## src/design/mfm_pkg.sv

```systemverilog
// Purpose: shared constants for the motion fault monitor
// Assumes: error codes fit in eight bits
// Notes:   timing counts derive from the 20 MHz system clock
package mfm_pkg;
  localparam logic [7:0] MFM_CODE_NONE    = 8'h00;
  localparam logic [7:0] MFM_CODE_PWRON   = 8'h1a;  // 26
  localparam logic [7:0] MFM_CODE_MOTTEMP = 8'h1d;  // 29
  localparam logic [7:0] MFM_CODE_LIMIT   = 8'h1e;  // 30
  localparam logic [7:0] MFM_CODE_DUPLAB  = 8'h21;  // 33
  localparam logic [7:0] MFM_CODE_FUSE    = 8'h23;  // 35
  localparam logic [7:0] MFM_CODE_LABEL   = 8'h24;  // 36
  localparam logic [7:0] MFM_CODE_SEQLINE = 8'h25;  // 37
  localparam logic [7:0] MFM_CODE_REGNUM  = 8'h26;  // 38
  localparam logic [7:0] MFM_CODE_STACK   = 8'h27;  // 39
  localparam logic [7:0] MFM_CODE_PARAMA  = 8'h28;  // 40
  localparam logic [7:0] MFM_CODE_PARAMB  = 8'h29;  // 41
  localparam logic [7:0] MFM_CODE_BUSTMO  = 8'h38;  // 56
  localparam logic [7:0] MFM_CODE_NODEDUP = 8'h3b;  // 59
  localparam logic [9:0]  MFM_LABEL_MAX   = 10'h1ff;   // 511
  localparam logic [13:0] MFM_LINE_MAX    = 14'h1ffe;  // 8190
  localparam logic [8:0]  MFM_STACK_DEPTH = 9'h100;    // 256
  localparam int MFM_LIMIT_EN_BIT  = 0;  // limit switch cfg bit
  localparam int MFM_BUSTMO_EN_BIT = 1;  // aux fault cfg bit
  localparam int MFM_CLK_HZ        = 20000000;
  localparam int MFM_BUS_TMO_US    = 1000;  // bus silence timeout
  localparam int MFM_BUS_TMO_CYC   = MFM_BUS_TMO_US * (MFM_CLK_HZ / 1000000);
endpackage

```

## src/design/mfm_motion_fault_monitor.sv

```systemverilog
// Purpose: detect controller faults, latch one error code, drive brake request
// Assumes: interpreter, parameter and bus strobes are on clk_sys; pins are not
// Notes:   first fault wins; code holds until its required reset type
// Contract
// - power-on request with input one low and check cfg zero gives code 26
// - motor overtemperature on the configured input gives code 29
// - limit switch during move, cfg bit 0 set, not homing/search, gives 30
// - duplicate label definition gives code 33, cleared by software reset
// - broken encoder fuse gives code 35, cleared by software reset
// - jump or call to label above 511 gives code 36
// - executing a line number above 8190 gives code 37
// - register number above its group maximum gives code 38
// - call stack beyond 256 entries gives 39, hardware reset only
// - bad first checked parameter gives 40, brake on, hardware reset only
// - bad second checked parameter gives 41, brake on, hardware reset only
// - bus commands stop while aux cfg bit 1 set gives code 56
// - duplicated node number on the bus gives 59 and brake on
`timescale 1ns/10ps
`default_nettype none
module mfm_motion_fault_monitor
  import mfm_pkg::*;
#(
  parameter int BUS_TMO_CYC = MFM_BUS_TMO_CYC
) (
  // clock and resets
  input  wire logic        clk_sys,
  input  wire logic        rst,
  input  wire logic        sw_reset,
  // pins, asynchronous
  input  wire logic        digital_input_one,
  input  wire logic [7:0]  din_pins,
  input  wire logic        limit_switch_pin,
  input  wire logic        fuse_broken_pin,
  // configuration
  input  wire logic        power_on_input_check_cfg,
  input  wire logic [7:0]  limit_switch_cfg,
  input  wire logic [7:0]  aux_fault_cfg,
  input  wire logic [2:0]  motor_temp_din_sel,
  // motion and power
  input  wire logic        power_on_req,
  input  wire logic        move_active,
  input  wire logic        index_homing_move,
  input  wire logic        stop_limit_search_move,
  // sequence interpreter
  input  wire logic        label_dup_def,
  input  wire logic        jump_call_stb,
  input  wire logic [15:0] jump_label,
  input  wire logic        exec_stb,
  input  wire logic [15:0] exec_line,
  input  wire logic        reg_access_stb,
  input  wire logic [15:0] reg_number,
  input  wire logic [15:0] reg_group_max,
  input  wire logic        stack_push,
  input  wire logic        stack_pop,
  // parameters and bus
  input  wire logic        checked_param_a_bad,
  input  wire logic        checked_param_b_bad,
  input  wire logic        bus_cmd_stb,
  input  wire logic        bus_node_dup,
  // status
  output logic [7:0]       error_code,
  output logic             fault_active,
  output logic             brake_engage,
  output logic             hw_reset_needed
);
  // pin synchronisers: first stage feeds only the second
  logic [10:0] sync1_ff;
  logic [10:0] sync2_ff;
  always_ff @(posedge clk_sys or posedge rst) begin
    if (rst) begin
      sync1_ff <= 11'h000;
      sync2_ff <= 11'h000;
    end else begin
      sync1_ff <= {fuse_broken_pin, limit_switch_pin, digital_input_one, din_pins};
      sync2_ff <= sync1_ff;
    end
  end
  logic       s_fuse;
  logic       s_limit;
  logic       s_digital_input_one;
  logic [7:0] s_din;
  assign {s_fuse, s_limit, s_digital_input_one, s_din} = sync2_ff;

  // stack depth and bus silence tracking
  logic [8:0]  depth_ff;
  logic [8:0]  nxt_depth;
  logic [31:0] tmo_ff;
  logic [31:0] nxt_tmo;
  always_comb begin
    nxt_depth = depth_ff;
    if (sw_reset) begin
      nxt_depth = 9'h000;
    end else if (stack_push && !stack_pop && depth_ff <= MFM_STACK_DEPTH) begin
      nxt_depth = depth_ff + 9'h001;
    end else if (stack_pop && !stack_push && depth_ff != 9'h000) begin
      nxt_depth = depth_ff - 9'h001;
    end
    nxt_tmo = tmo_ff;
    if (bus_cmd_stb || !aux_fault_cfg[MFM_BUSTMO_EN_BIT]) begin
      nxt_tmo = 32'h0000_0000;
    end else if (tmo_ff < 32'(BUS_TMO_CYC)) begin
      nxt_tmo = tmo_ff + 32'h0000_0001;
    end
  end
  always_ff @(posedge clk_sys or posedge rst) begin
    if (rst) begin
      depth_ff <= 9'h000;
      tmo_ff   <= 32'h0000_0000;
    end else begin
      depth_ff <= nxt_depth;
      tmo_ff   <= nxt_tmo;
    end
  end

  // fault detection in priority order, hardware-reset faults first
  logic [7:0] det_code;
  logic       det_hw;
  logic       det_brake;
  always_comb begin
    det_code  = MFM_CODE_NONE;
    det_hw    = 1'b0;
    det_brake = 1'b0;
    if (checked_param_a_bad) begin
      det_code = MFM_CODE_PARAMA;
      det_hw = 1'b1;
      det_brake = 1'b1;
    end else if (checked_param_b_bad) begin
      det_code = MFM_CODE_PARAMB;
      det_hw = 1'b1;
      det_brake = 1'b1;
    end else if (stack_push && depth_ff >= MFM_STACK_DEPTH) begin
      det_code = MFM_CODE_STACK;
      det_hw = 1'b1;
    end else if (bus_node_dup) begin
      det_code = MFM_CODE_NODEDUP;
      det_brake = 1'b1;
    end else if (power_on_req && !s_digital_input_one && !power_on_input_check_cfg) begin
      det_code = MFM_CODE_PWRON;
    end else if (s_din[motor_temp_din_sel]) begin
      det_code = MFM_CODE_MOTTEMP;
    end else if (limit_switch_cfg[MFM_LIMIT_EN_BIT] && s_limit && move_active
                 && !index_homing_move && !stop_limit_search_move) begin
      det_code = MFM_CODE_LIMIT;
    end else if (label_dup_def) begin
      det_code = MFM_CODE_DUPLAB;
    end else if (s_fuse) begin
      det_code = MFM_CODE_FUSE;
    end else if (jump_call_stb && jump_label > 16'(MFM_LABEL_MAX)) begin
      det_code = MFM_CODE_LABEL;
    end else if (exec_stb && exec_line > 16'(MFM_LINE_MAX)) begin
      det_code = MFM_CODE_SEQLINE;
    end else if (reg_access_stb && reg_number > reg_group_max) begin
      det_code = MFM_CODE_REGNUM;
    end else if (aux_fault_cfg[MFM_BUSTMO_EN_BIT] && tmo_ff >= 32'(BUS_TMO_CYC)) begin
      det_code = MFM_CODE_BUSTMO;
    end
  end

  // error latch: holds until the reset type the code needs
  logic [7:0] code_ff;
  logic [7:0] nxt_code;
  logic       hw_ff;
  logic       nxt_hw;
  logic       brake_ff;
  logic       nxt_brake;
  logic       act_ff;
  logic       nxt_act;
  always_comb begin
    nxt_code  = code_ff;
    nxt_hw    = hw_ff;
    nxt_brake = brake_ff;
    nxt_act   = act_ff;
    if (sw_reset && !hw_ff) begin
      nxt_code  = MFM_CODE_NONE;
      nxt_brake = 1'b0;
      nxt_act   = 1'b0;
    end
    // a new fault in the clear cycle still latches
    if (det_code != MFM_CODE_NONE && (!act_ff || (sw_reset && !hw_ff))) begin
      nxt_code  = det_code;
      nxt_hw    = det_hw;
      nxt_brake = det_brake;
      nxt_act   = 1'b1;
    end
  end
  always_ff @(posedge clk_sys or posedge rst) begin
    if (rst) begin
      code_ff  <= MFM_CODE_NONE;
      hw_ff    <= 1'b0;
      brake_ff <= 1'b0;
      act_ff   <= 1'b0;
    end else begin
      code_ff  <= nxt_code;
      hw_ff    <= nxt_hw;
      brake_ff <= nxt_brake;
      act_ff   <= nxt_act;
    end
  end
  assign error_code      = code_ff;
  assign fault_active    = act_ff;
  assign brake_engage    = brake_ff;
  assign hw_reset_needed = hw_ff;

  // assertions
  a_hw_code_holds: assert property (@(posedge clk_sys) disable iff (rst)
    hw_ff && act_ff |=> act_ff && $stable(error_code))
    else $error("hardware-reset fault was cleared");
  a_param_a_brake: assert property (@(posedge clk_sys) disable iff (rst)
    !act_ff && checked_param_a_bad |=> error_code == MFM_CODE_PARAMA && brake_engage)
    else $error("param a fault not posted with brake");
  a_param_b_brake: assert property (@(posedge clk_sys) disable iff (rst)
    !act_ff && !checked_param_a_bad && checked_param_b_bad
    |=> error_code == MFM_CODE_PARAMB && brake_engage && hw_reset_needed)
    else $error("param b fault not posted with brake");
  a_sw_clear: assert property (@(posedge clk_sys) disable iff (rst)
    act_ff && !hw_ff && sw_reset && det_code == MFM_CODE_NONE |=> !fault_active
    ##1 (error_code == MFM_CODE_NONE || fault_active))
    else $error("software reset did not clear");
  a_label_range: assert property (@(posedge clk_sys) disable iff (rst)
    !act_ff && det_code == MFM_CODE_LABEL |=> error_code == 8'h24 && !brake_engage)
    else $error("label error wrong");
  a_line_range: assert property (@(posedge clk_sys) disable iff (rst)
    exec_stb && exec_line == 16'h1ffe |-> det_code != MFM_CODE_SEQLINE)
    else $error("line 8190 flagged");
  a_node_dup: assert property (@(posedge clk_sys) disable iff (rst)
    !act_ff && bus_node_dup && !checked_param_a_bad && !checked_param_b_bad
    && !(stack_push && depth_ff >= MFM_STACK_DEPTH)
    |=> error_code == MFM_CODE_NODEDUP && brake_engage)
    else $error("node duplicate not posted");
  a_pwron_check: assert property (@(posedge clk_sys) disable iff (rst)
    power_on_input_check_cfg |-> det_code != MFM_CODE_PWRON)
    else $error("power-on fault despite cfg");
  a_limit_excl: assert property (@(posedge clk_sys) disable iff (rst)
    (index_homing_move || stop_limit_search_move) |-> det_code != MFM_CODE_LIMIT)
    else $error("limit fault during homing");
  a_bus_timeout: assert property (@(posedge clk_sys) disable iff (rst)
    !aux_fault_cfg[MFM_BUSTMO_EN_BIT] |=> tmo_ff == 32'h0 && det_code != MFM_CODE_BUSTMO)
    else $error("bus timeout while disabled");
endmodule // mfm_motion_fault_monitor
`default_nettype wire

```

## config.mk

```make
export PLATFORM = sky130hd
export DESIGN_NAME = mfm_motion_fault_monitor
export DESIGN_NICKNAME = d
export VERILOG_FILES = /design/src/design/mfm_pkg.sv /design/src/design/mfm_motion_fault_monitor.sv
export SDC_FILE = /design/constraint.sdc
export NUM_CORES = 1
export LEC_CHECK = 0
export BUFFER_PORTS_ARGS = -buffer_cell sky130_fd_sc_hd__buf_2
export CORE_MARGIN = 2
export CORE_UTILIZATION = 55
export CTS_CLUSTER_SIZE = 8
export DETAILED_ROUTE_END_ITERATION = 16
export GPL_TIMING_DRIVEN = 0
export PLACE_DENSITY = 0.95
export SLEW_MARGIN = 20
export SYNTH_ARGS = -nofsm -noshare
export SYNTH_HDL_FRONTEND = slang
export SYNTH_SLANG_ARGS = --single-unit
```

## constraint.sdc

```tcl
create_clock -name clk_sys -period 5.85 [get_ports clk_sys]
set_input_delay 0.8775 -clock clk_sys [delete_from_list [all_inputs] [get_ports clk_sys]]
set_output_delay 0.8775 -clock clk_sys [all_outputs]
set_load 0.005 [all_outputs]
```

Yosys cells after proc, flatten, opt, wreduce, memory -nomap -nowiden
Index checks and enable logic that the tools add are counted.
- $add $sub $neg: 3
- $lt $le $gt $ge: 8
- multiplexer cells: 32
- reduce and logical (&&, ||, !) cells: 33
- operators with widths (cell ; number):
    $mux W6 ; 13
    $mux W32 ; 2
    $add A32 B1 Y32 const B ; 1
    $ge A32 B15 Y1 const B ; 1
    $lt A32 B15 Y1 const B ; 1
    $mux W9 ; 3
    $logic_and A1 B1 Y1 ; 17
    $gt A16 B13 Y1 const B ; 1
    $gt A16 B16 Y1 ; 1
    $gt A16 B9 Y1 const B ; 1
    $mux W8 ; 2
    $mux W1 ; 11
    $add A9 B1 Y9 const B ; 1
    $ge A9 B9 Y1 const B ; 1
    $le A9 B9 Y1 const B ; 1
    $logic_not A1 Y1 ; 9
    $reduce_bool A9 Y1 ; 1
    $sub A9 B1 Y9 const B ; 1
    $reduce_bool A8 Y1 ; 1
    $lt A3 B4 Y1 const B ; 1
    $reduce_bool A2 Y1 ; 2
    $bmux W1 S3 ; 1
    $reduce_bool A3 Y1 ; 1
    $logic_or A1 B1 Y1 ; 2
- register bits: 74
- input port bits: 112
- output and inout port bits: 11
- word-level logic and storage cells: 84

Depth between registers and ports, before layout
Gate-level depths: netlist of the first run.
- depth in word-level cells: 18
- mapped depth: 12
- depth with buffers taken out: 12

Worst setup path after synthesis of the first run
OpenSTA, ideal clock, no wires.
- kind: input to register
- start: input port stack_pop
- end: register depth_ff[7]
- setup time: 95 ps
- arrival: 2935 ps
- required time: 5755 ps
- path slack: 2819 ps
- cell stages on the path: 11
- path buffers: 0
- cell sequence: nand2b_1 -> a21oi_1 -> inv_1 -> ha_1 -> a21o_1 -> a21oi_1 -> o21ai_0 -> a2111o_1 -> o311a_1 -> xnor2_1 -> o31ai_1
- word-level cells in the longest chain between the ends: 5
- elaborated cells on any way between the ends: 8
- classes of those cells: mux: 2; reduce/logical: 6
- ends and longest elaborated chain (item ; RTL line ; source):
    start, declared ; mfm_motion_fault_monitor.sv:54 ; input wire logic stack_pop,
    $logic_not A1 Y1 ; mfm_motion_fault_monitor.sv:93 ; end else if (stack_push && !stack_pop && depth_ff <= MFM_STACK_DEPTH) begin
    $logic_and A1 B1 Y1 (2 in a row) ; mfm_motion_fault_monitor.sv:93 ;
    $mux W9 ; mfm_motion_fault_monitor.sv:93 ;
    $mux W9 ; mfm_motion_fault_monitor.sv:91 ; if (sw_reset) begin
    end signal, assigned ; mfm_motion_fault_monitor.sv:110 ; depth_ff <= nxt_depth;
    end, declared ; mfm_motion_fault_monitor.sv:85 ; logic [8:0] depth_ff;
Several ways; a longest one is shown, not always the timed one.
A chain may end at the register's enable or synchronous reset.

Final worst setup path of the first run
- start: register depth_ff[1]
- end: register depth_ff[7]
- word-level cells in the longest chain between the ends: 4
- elaborated cells on any way between the ends: 10
- classes of those cells: add/sub: 2; order compare: 1; mux: 3; reduce/logical: 4
- ends and longest elaborated chain (item ; RTL line):
    $sub A9 B1 Y9 / $le A9 B9 Y1 (equally long branches) ; mfm_motion_fault_monitor.sv:96, mfm_motion_fault_monitor.sv:93
    $mux W9 / $logic_and A1 B1 Y1 (equally long branches) ; mfm_motion_fault_monitor.sv:95, mfm_motion_fault_monitor.sv:93
    $mux W9 ; mfm_motion_fault_monitor.sv:93
    $mux W9 ; mfm_motion_fault_monitor.sv:91
Several ways; a longest one is shown, not always the timed one. The select of a mux whose other input is x is not followed.

==> metrics.yaml, run 1 <==
timing:
  rsz0062_at_grt: "no"
  finalMaxSlewViolations: 0
  maxSlewHeadroom_pct: 39.29
  fin_hold_ws_ps: 347.0
  fin_crit_sh_pct: 58.58
  finalHoldViolations: 0
  fin_crit_ps: 3427
  worst_pin_slew_ps: 903.7
  setup_violations: 0
  fmax_mhz: 291.8
  skew_ps: 8.204
  fin_setup_tns_ps: 0
critical_path:
  critical_path_class: "reg2reg"
  critPathCaptureType: "flip-flop"
  r2r-end: "depth_ff[7]$_DFFE_PP0P_"
  worstPathArrival_ps: 3680
  start_kind: "flip-flop"
  cp.required_ps: 6100
  crit_fanout: 7
  regToRegStartpoint: "depth_ff[1]$_DFFE_PP0P_"
  rrSetupSlack_ps: 2420
  ff2ff_path_depth: 12
grt:
  grt_pass1_wl_um: 14660
  grt_overflow_total: 0
  grt_max_degree: 42
  grt_usage_pct: 24.67
  antenna_found_initial: 0
  grt_pass1_vias: 3380
synth:
  synth_top_cell_by_area: "dfrtp_1"
  synth_common_cells: "dfrtp_1, inv_1, nand2_1"
  synth_edf_count: 0
  synth_cells: 376
  synth.avg_cell_area_sq_um: 10.17
  synthTopCellsByArea: "dfrtp_1, ha_1, and2_1"
  async_flop_share_pct: 100.0
  ys.flop_type: "dfrtp_1"
  yosysUniqueCellTypes: 53
  synth_area_sq_um: 3824
  synth_warnings: 0
  seq_area_frac_synth_pct: 47.12
  ys_ff_latch: 72
  synth_top_area_share_pct: 47.12
  yosysMostFrequentCell: "dfrtp_1"
drt:
  drt-wirelength-per-cell_um: 15.41
  dr_wl_met3_um: 494
  drtIter0Drc: 216
  drtPass1Iterations: 4
  m1WireLength_um: 3657
  routed.top_layer: "met4"
  ant_nets: 0
  wirelength_um: 8785
  met2WireLength_um: 4390
  vias: 3224
  drcViolationCount: 0
  viasPerCell: 5.656
placement:
  port_buffers: 97
  gp_congestion: 0.9276
  dpl_cell_area_sq_um: 4436
  dp_cells: 555
  dp_hpwl_um: 6532
floorplan:
  die_h_um: 87.38
  die-width_um: 87.38
  pin_count: 123
  coreArea_sq_um: 6756
  die-area_sq_um: 7635
  rows: 30
  start_util_pct: 56.59
clock_network:
  htreeDepth: 3
  cts_root_buf: "clkbuf_8"
  numCtsBuffers: 9
  cts_resized: 0
  cts_num_sinks: 72
  cts_max_path_buffers: 2
  clk_latency_ps: 340
  cts_hold_buffers: 0
  cts.clk_slew.worst_paths_ps: 70
  post_cts_buffers: 0
  cts_tree: "built"
layout:
  instances_no_fill: 570
  antenna_cells: 0
  area.growth.synth_to_final_pct: 21.27
  drive_gt1_share_pct: 25.71
  finalNetCount: 624
  fin_area_sq_um: 4637
flow_run:
  maxCapViolCount: 0
power:
  leakage_nw: 2.252
  power.density_nw_per_um2: 312.0
  power_mw: 1.447
  ir_drop_mv: 0.1453
worst_hold_path:
  min_path_type: "reg2reg"
  holdPathEnd: "sync2_ff[0]$_DFF_PP0_"
  min_path_cells: 0
  worst_hold_startpoint: "sync1_ff[0]$_DFF_PP0_"
run_status:
  status: "finished, final reports clean"
[cell usage in the layout (no fill, tap or decap), types with 8 or more instances in the layout]
cell type / count
a21oi_1: 13
clkbuf_1: 8
inv_1: 28
ha_1: 25
clkbuf_8: 9
o21ai_0: 9
nand3_1: 11
buf_2: 97
nor3_1: 10
nand4_1: 10
dfrtp_1: 72
nand2b_1: 8
and2_1: 19
xnor2_1: 12
nor2_1: 26
nand2_1: 28
nor4_1: 11
[cells by family after synthesis]
group                    after synthesis  share of synthesized area (%)
adder cells (fa/ha/maj)               26                          8.704
AND/OR/NAND/NOR                      146                          19.99
buffers and inverters                 37                          3.828
XOR/XNOR                              16                          3.665
AO/OA/AOI/OAI                         69                          13.97
other                                  1                        0.09807
multiplexers                           9                          2.618
flip-flops                            72                          47.12
[how the worst max path moves through the flow]
stage	start	cells after the start	end	slack [ps]
4_1_cts	depth_ff[1]$_DFFE_PP0P_	12	depth_ff[7]$_DFFE_PP0P_	2510
3_3_place_gp	rst	2	sync1_ff[7]$_DFF_PP0_	2440
6_report	depth_ff[1]$_DFFE_PP0P_	12	depth_ff[7]$_DFFE_PP0P_	2420
3_5_place_dp	stack_pop	12	depth_ff[7]$_DFFE_PP0P_	2410
2_1_floorplan	stack_pop	11	depth_ff[7]$_DFFE_PP0P_	2820
5_1_grt	depth_ff[4]$_DFFE_PP0P_	12	depth_ff[8]$_DFFE_PP0P_	2210
[final cells by class]
type	instances	area, sq um
fillers	504	2120
multi-input cells	268	1879
flip-flops and latches	72	1802
well taps	80	100.1
repair buffers	98	505.5
inverters	29	111.4
plain buffers	8	37.54
clock inverters	4	70.07
clock buffers	11	131.4
[where the power goes]
group          switching (mW)  internal [mW]
clock                   0.179          0.237
sequential             0.0481          0.556
combinational           0.229          0.199
total                   0.456          0.991
[layer usage]
layer  vias up  global-route usage [%]
met5         -                       0
met4         0                   12.17
met3        29                   4.834
met2       116                   41.94
met1      1535                   29.84
li1       1544                       -
[per-stage QoR]
step | worst slack (ps) | util [%]
floorplan | 2819 | -
global placement | 2439 | 65.31
detailed placement | 2409 | 65.65
CTS | 2511 | 68.63
global route | 2213 | 68.63
finish | 2423 | 68.63
[worst max-delay path, stage by stage (launching register included)]
cell	delay (ps)
dfrtp_1	420
nor4_1	390
nand2_1	180
a21oi_1	370
inv_1	240
ha_1	320
a21o_1	150
a21oi_1	220
o21ai_0	160
a2111o_1	430
o311a_1	140
xnor2_1	130
o31ai_1	180
[state kept, by name (all words and copies together) (netlist names)]
signal and cells:
hw_reset_needed 1, brake_engage 1, error_code 6, depth_ff 9, sync2_ff 11, tmo_ff 32
sync1_ff 11, fault_active 1
(Power assumes the default switching activity.)
==> inputs of run 2 (changes only) <==
- ABC_AREA: not set -> 1
- CORE_UTILIZATION: 55 -> 46
- PLACE_DENSITY: 0.95 -> 0.86
- clock period: 5.85 -> 2.81 ns (I/O delays scaled with it)
==> metrics.yaml, run 2 <==
run_status:
  status: "finished, final reports clean"
clock_network:
  cts_root_buf: "clkbuf_8"
  cts_num_sinks: 72
  cts_hold_buffers: 0
  clk_latency_ps: 350
  numCtsBuffers: 9
  cts_tree: "built"
  cts_max_path_buffers: 2
  htreeDepth: 3
  cts.clk_slew.worst_paths_ps: 80
floorplan:
  die_h_um: 96.01
  die-area_sq_um: 9217
  coreArea_sq_um: 8217
  pin_count: 123
  start_util_pct: 47.39
  rows: 33
  die-width_um: 96.01
synth:
  synth_area_sq_um: 3894
  synth_edf_count: 0
  synth.avg_cell_area_sq_um: 8.163
  synthTopCellsByArea: "dfrtp_1, ha_1, inv_1"
  synth_common_cells: "inv_1, nand2_1, dfrtp_1, nor2_1, nand3_1"
  async_flop_share_pct: 100.0
  yosysUniqueCellTypes: 45
  ys_ff_latch: 72
  synth_cells: 477
  synth_top_area_share_pct: 46.27
  yosysMostFrequentCell: "inv_1"
  synth_warnings: 0
  synth_top_cell_by_area: "dfrtp_1"
  ys.flop_type: "dfrtp_1"
  seq_area_frac_synth_pct: 46.27
worst_hold_path:
  min_path_type: "in2async"
power:
  power.density_nw_per_um2: 674.8
  leakage_nw: 2.505
  ir_drop_mv: 0.3435
drt:
  drtIter0Drc: 179
  drt-wirelength-per-cell_um: 11.92
  drcViolationCount: 0
  viasPerCell: 4.994
  ant_nets: 0
  drtPass1Iterations: 4
  wirelength_um: 8319
  vias: 3486
timing:
  maxSlewHeadroom_pct: 64.40
  fin_hold_ws_ps: 93.19
  setup_violations: 0
  worst_pin_slew_ps: 532.0
  finalMaxSlewViolations: 0
  skew_ps: 10.95
  finalHoldViolations: 0
  fin_crit_sh_pct: 93.70
  fmax_mhz: 379.8
  fin_crit_ps: 2633
  fin_setup_tns_ps: 0
critical_path:
  worstPathArrival_ps: 2850
  regToRegStartpoint: "depth_ff[2]$_DFFE_PP0P_"
  ff2ff_path_depth: 14
  r2r-end: "depth_ff[6]$_DFFE_PP0P_"
  cpMaxStageDelayCell: "fa_1"
  cp.required_ps: 3020
  rrSetupSlack_ps: 180
  crit_fanout: 6
  slowest_delay_ps: 430
  start_kind: "flip-flop"
  critical_path_class: "reg2reg"
  path_cells: "inv_1 > nand4_1 > o21ai_0 > nand2_2 > inv_1 > fa_1 > o31ai_2 > inv_1 > nor2_1 > nor2_1 > o21bai_1 > a21oi_1 > o21ai_0 > o21ai_0"
  critPathCaptureType: "flip-flop"
layout:
  area.growth.synth_to_final_pct: 23.71
  instances_no_fill: 698
  finalNetCount: 727
  drive_gt1_share_pct: 24.45
  final_cell_mix: "buf_2, inv_1, nand2_1"
  fillers: 694
  final_common_cell: "buf_2"
  reg_top3: "tmo_ff: 32 flops, sync1_ff: 11 flops, sync2_ff: 11 flops"
  antenna_cells: 0
  regMostFlops: "tmo_ff"
  fin_area_sq_um: 4817
  largest_reg_flops: 32
grt:
  grt_usage_pct: 19.02
  grt_overflow_total: 0
  grt_pass1_wl_um: 13790
  antenna_found_initial: 0
  grt_max_degree: 41
  grt_pass1_vias: 3436
placement:
  port_buffers: 97
  dp_hpwl_um: 6248
  dp_cells: 681
  gp_congestion: 0.8548
  dpl_cell_area_sq_um: 4537
flow_run:
  maxCapViolCount: 0
## run 2: routing by layer
layer	part of all wire (%)	track usage [%]	vias to the layer above
met5	0	0	-
met4	2.5	9.881	0
met3	5.4	4.385	24
met2	51	34.20	100
met1	41	20.70	1605
li1	-	-	1757
## run 2: worst max-delay path by stage
stage | start | to | cells after the start
finish | depth_ff[2]$_DFFE_PP0P_ | depth_ff[6]$_DFFE_PP0P_ | 14
detailed placement | depth_ff[0]$_DFFE_PP0P_ | depth_ff[6]$_DFFE_PP0P_ | 14
floorplan | depth_ff[0]$_DFFE_PP0P_ | depth_ff[6]$_DFFE_PP0P_ | 14
global placement | rst | sync1_ff[0]$_DFF_PP0_ | 2
CTS | depth_ff[0]$_DFFE_PP0P_ | depth_ff[6]$_DFFE_PP0P_ | 14
global route | depth_ff[2]$_DFFE_PP0P_ | depth_ff[6]$_DFFE_PP0P_ | 14
## run 2: worst max-delay path: cells and delay by family (launching register included)
family,cells,cell delay [ps]
compound gates,6,840
simple gates,4,540
fa+ha+maj,1,430
flops,1,420
buf+inv,3,240
## run 2: repair_timing
item / 4_1_cts / 5_1_grt
setup buffers: 0 / 2
gates resized for setup: 0 / 4
setup endpoints to repair: 0 / 1
## run 2: cell families after synthesis
| kind of cell | share of synthesized area (%) |
|---|---|
| adder cells (fa/ha/maj) | 8.548 |
| buffers and inverters | 9.254 |
| other | 0.09631 |
| XOR/XNOR | 0.4500 |
| AND/OR/NAND/NOR | 24.42 |
| flip-flops | 46.27 |
| AO/OA/AOI/OAI | 10.96 |
## run 2: layout make-up
| cell class | instances | area, sq um | area share, % |
|---|---|---|---|
| plain buffers | 5 | 33.78 | 0.7013 |
| clock buffers | 9 | 123.9 | 2.571 |
| clock inverters | 6 | 108.9 | 2.260 |
| inverters | 87 | 329.1 | 6.831 |
| multi-input cells | 314 | 1768 | 36.70 |
| flip-flops and latches | 72 | 1802 | 37.40 |
| well taps | 105 | 131.4 | 2.727 |
| repair buffers | 100 | 520.5 | 10.81 |
## run 2: power by group
part           switching [mW]  total (mW)  internal (mW)
clock network           0.382       0.965          0.583
registers              0.0778        1.24           1.16
logic                   0.605        1.04          0.440
total                    1.06        3.25           2.19
## run 2: through the flow
stage	setup slack (ps)	power [mW]	utilization, %
3_3_place_gp	-157.0	2.171	54.94
6_report	176.9	3.251	58.63
4_1_cts	33.46	3.189	58.05
3_5_place_dp	48.97	2.219	55.22
2_1_floorplan	447.8	1.932	-
5_1_grt	-55.83	3.478	58.63
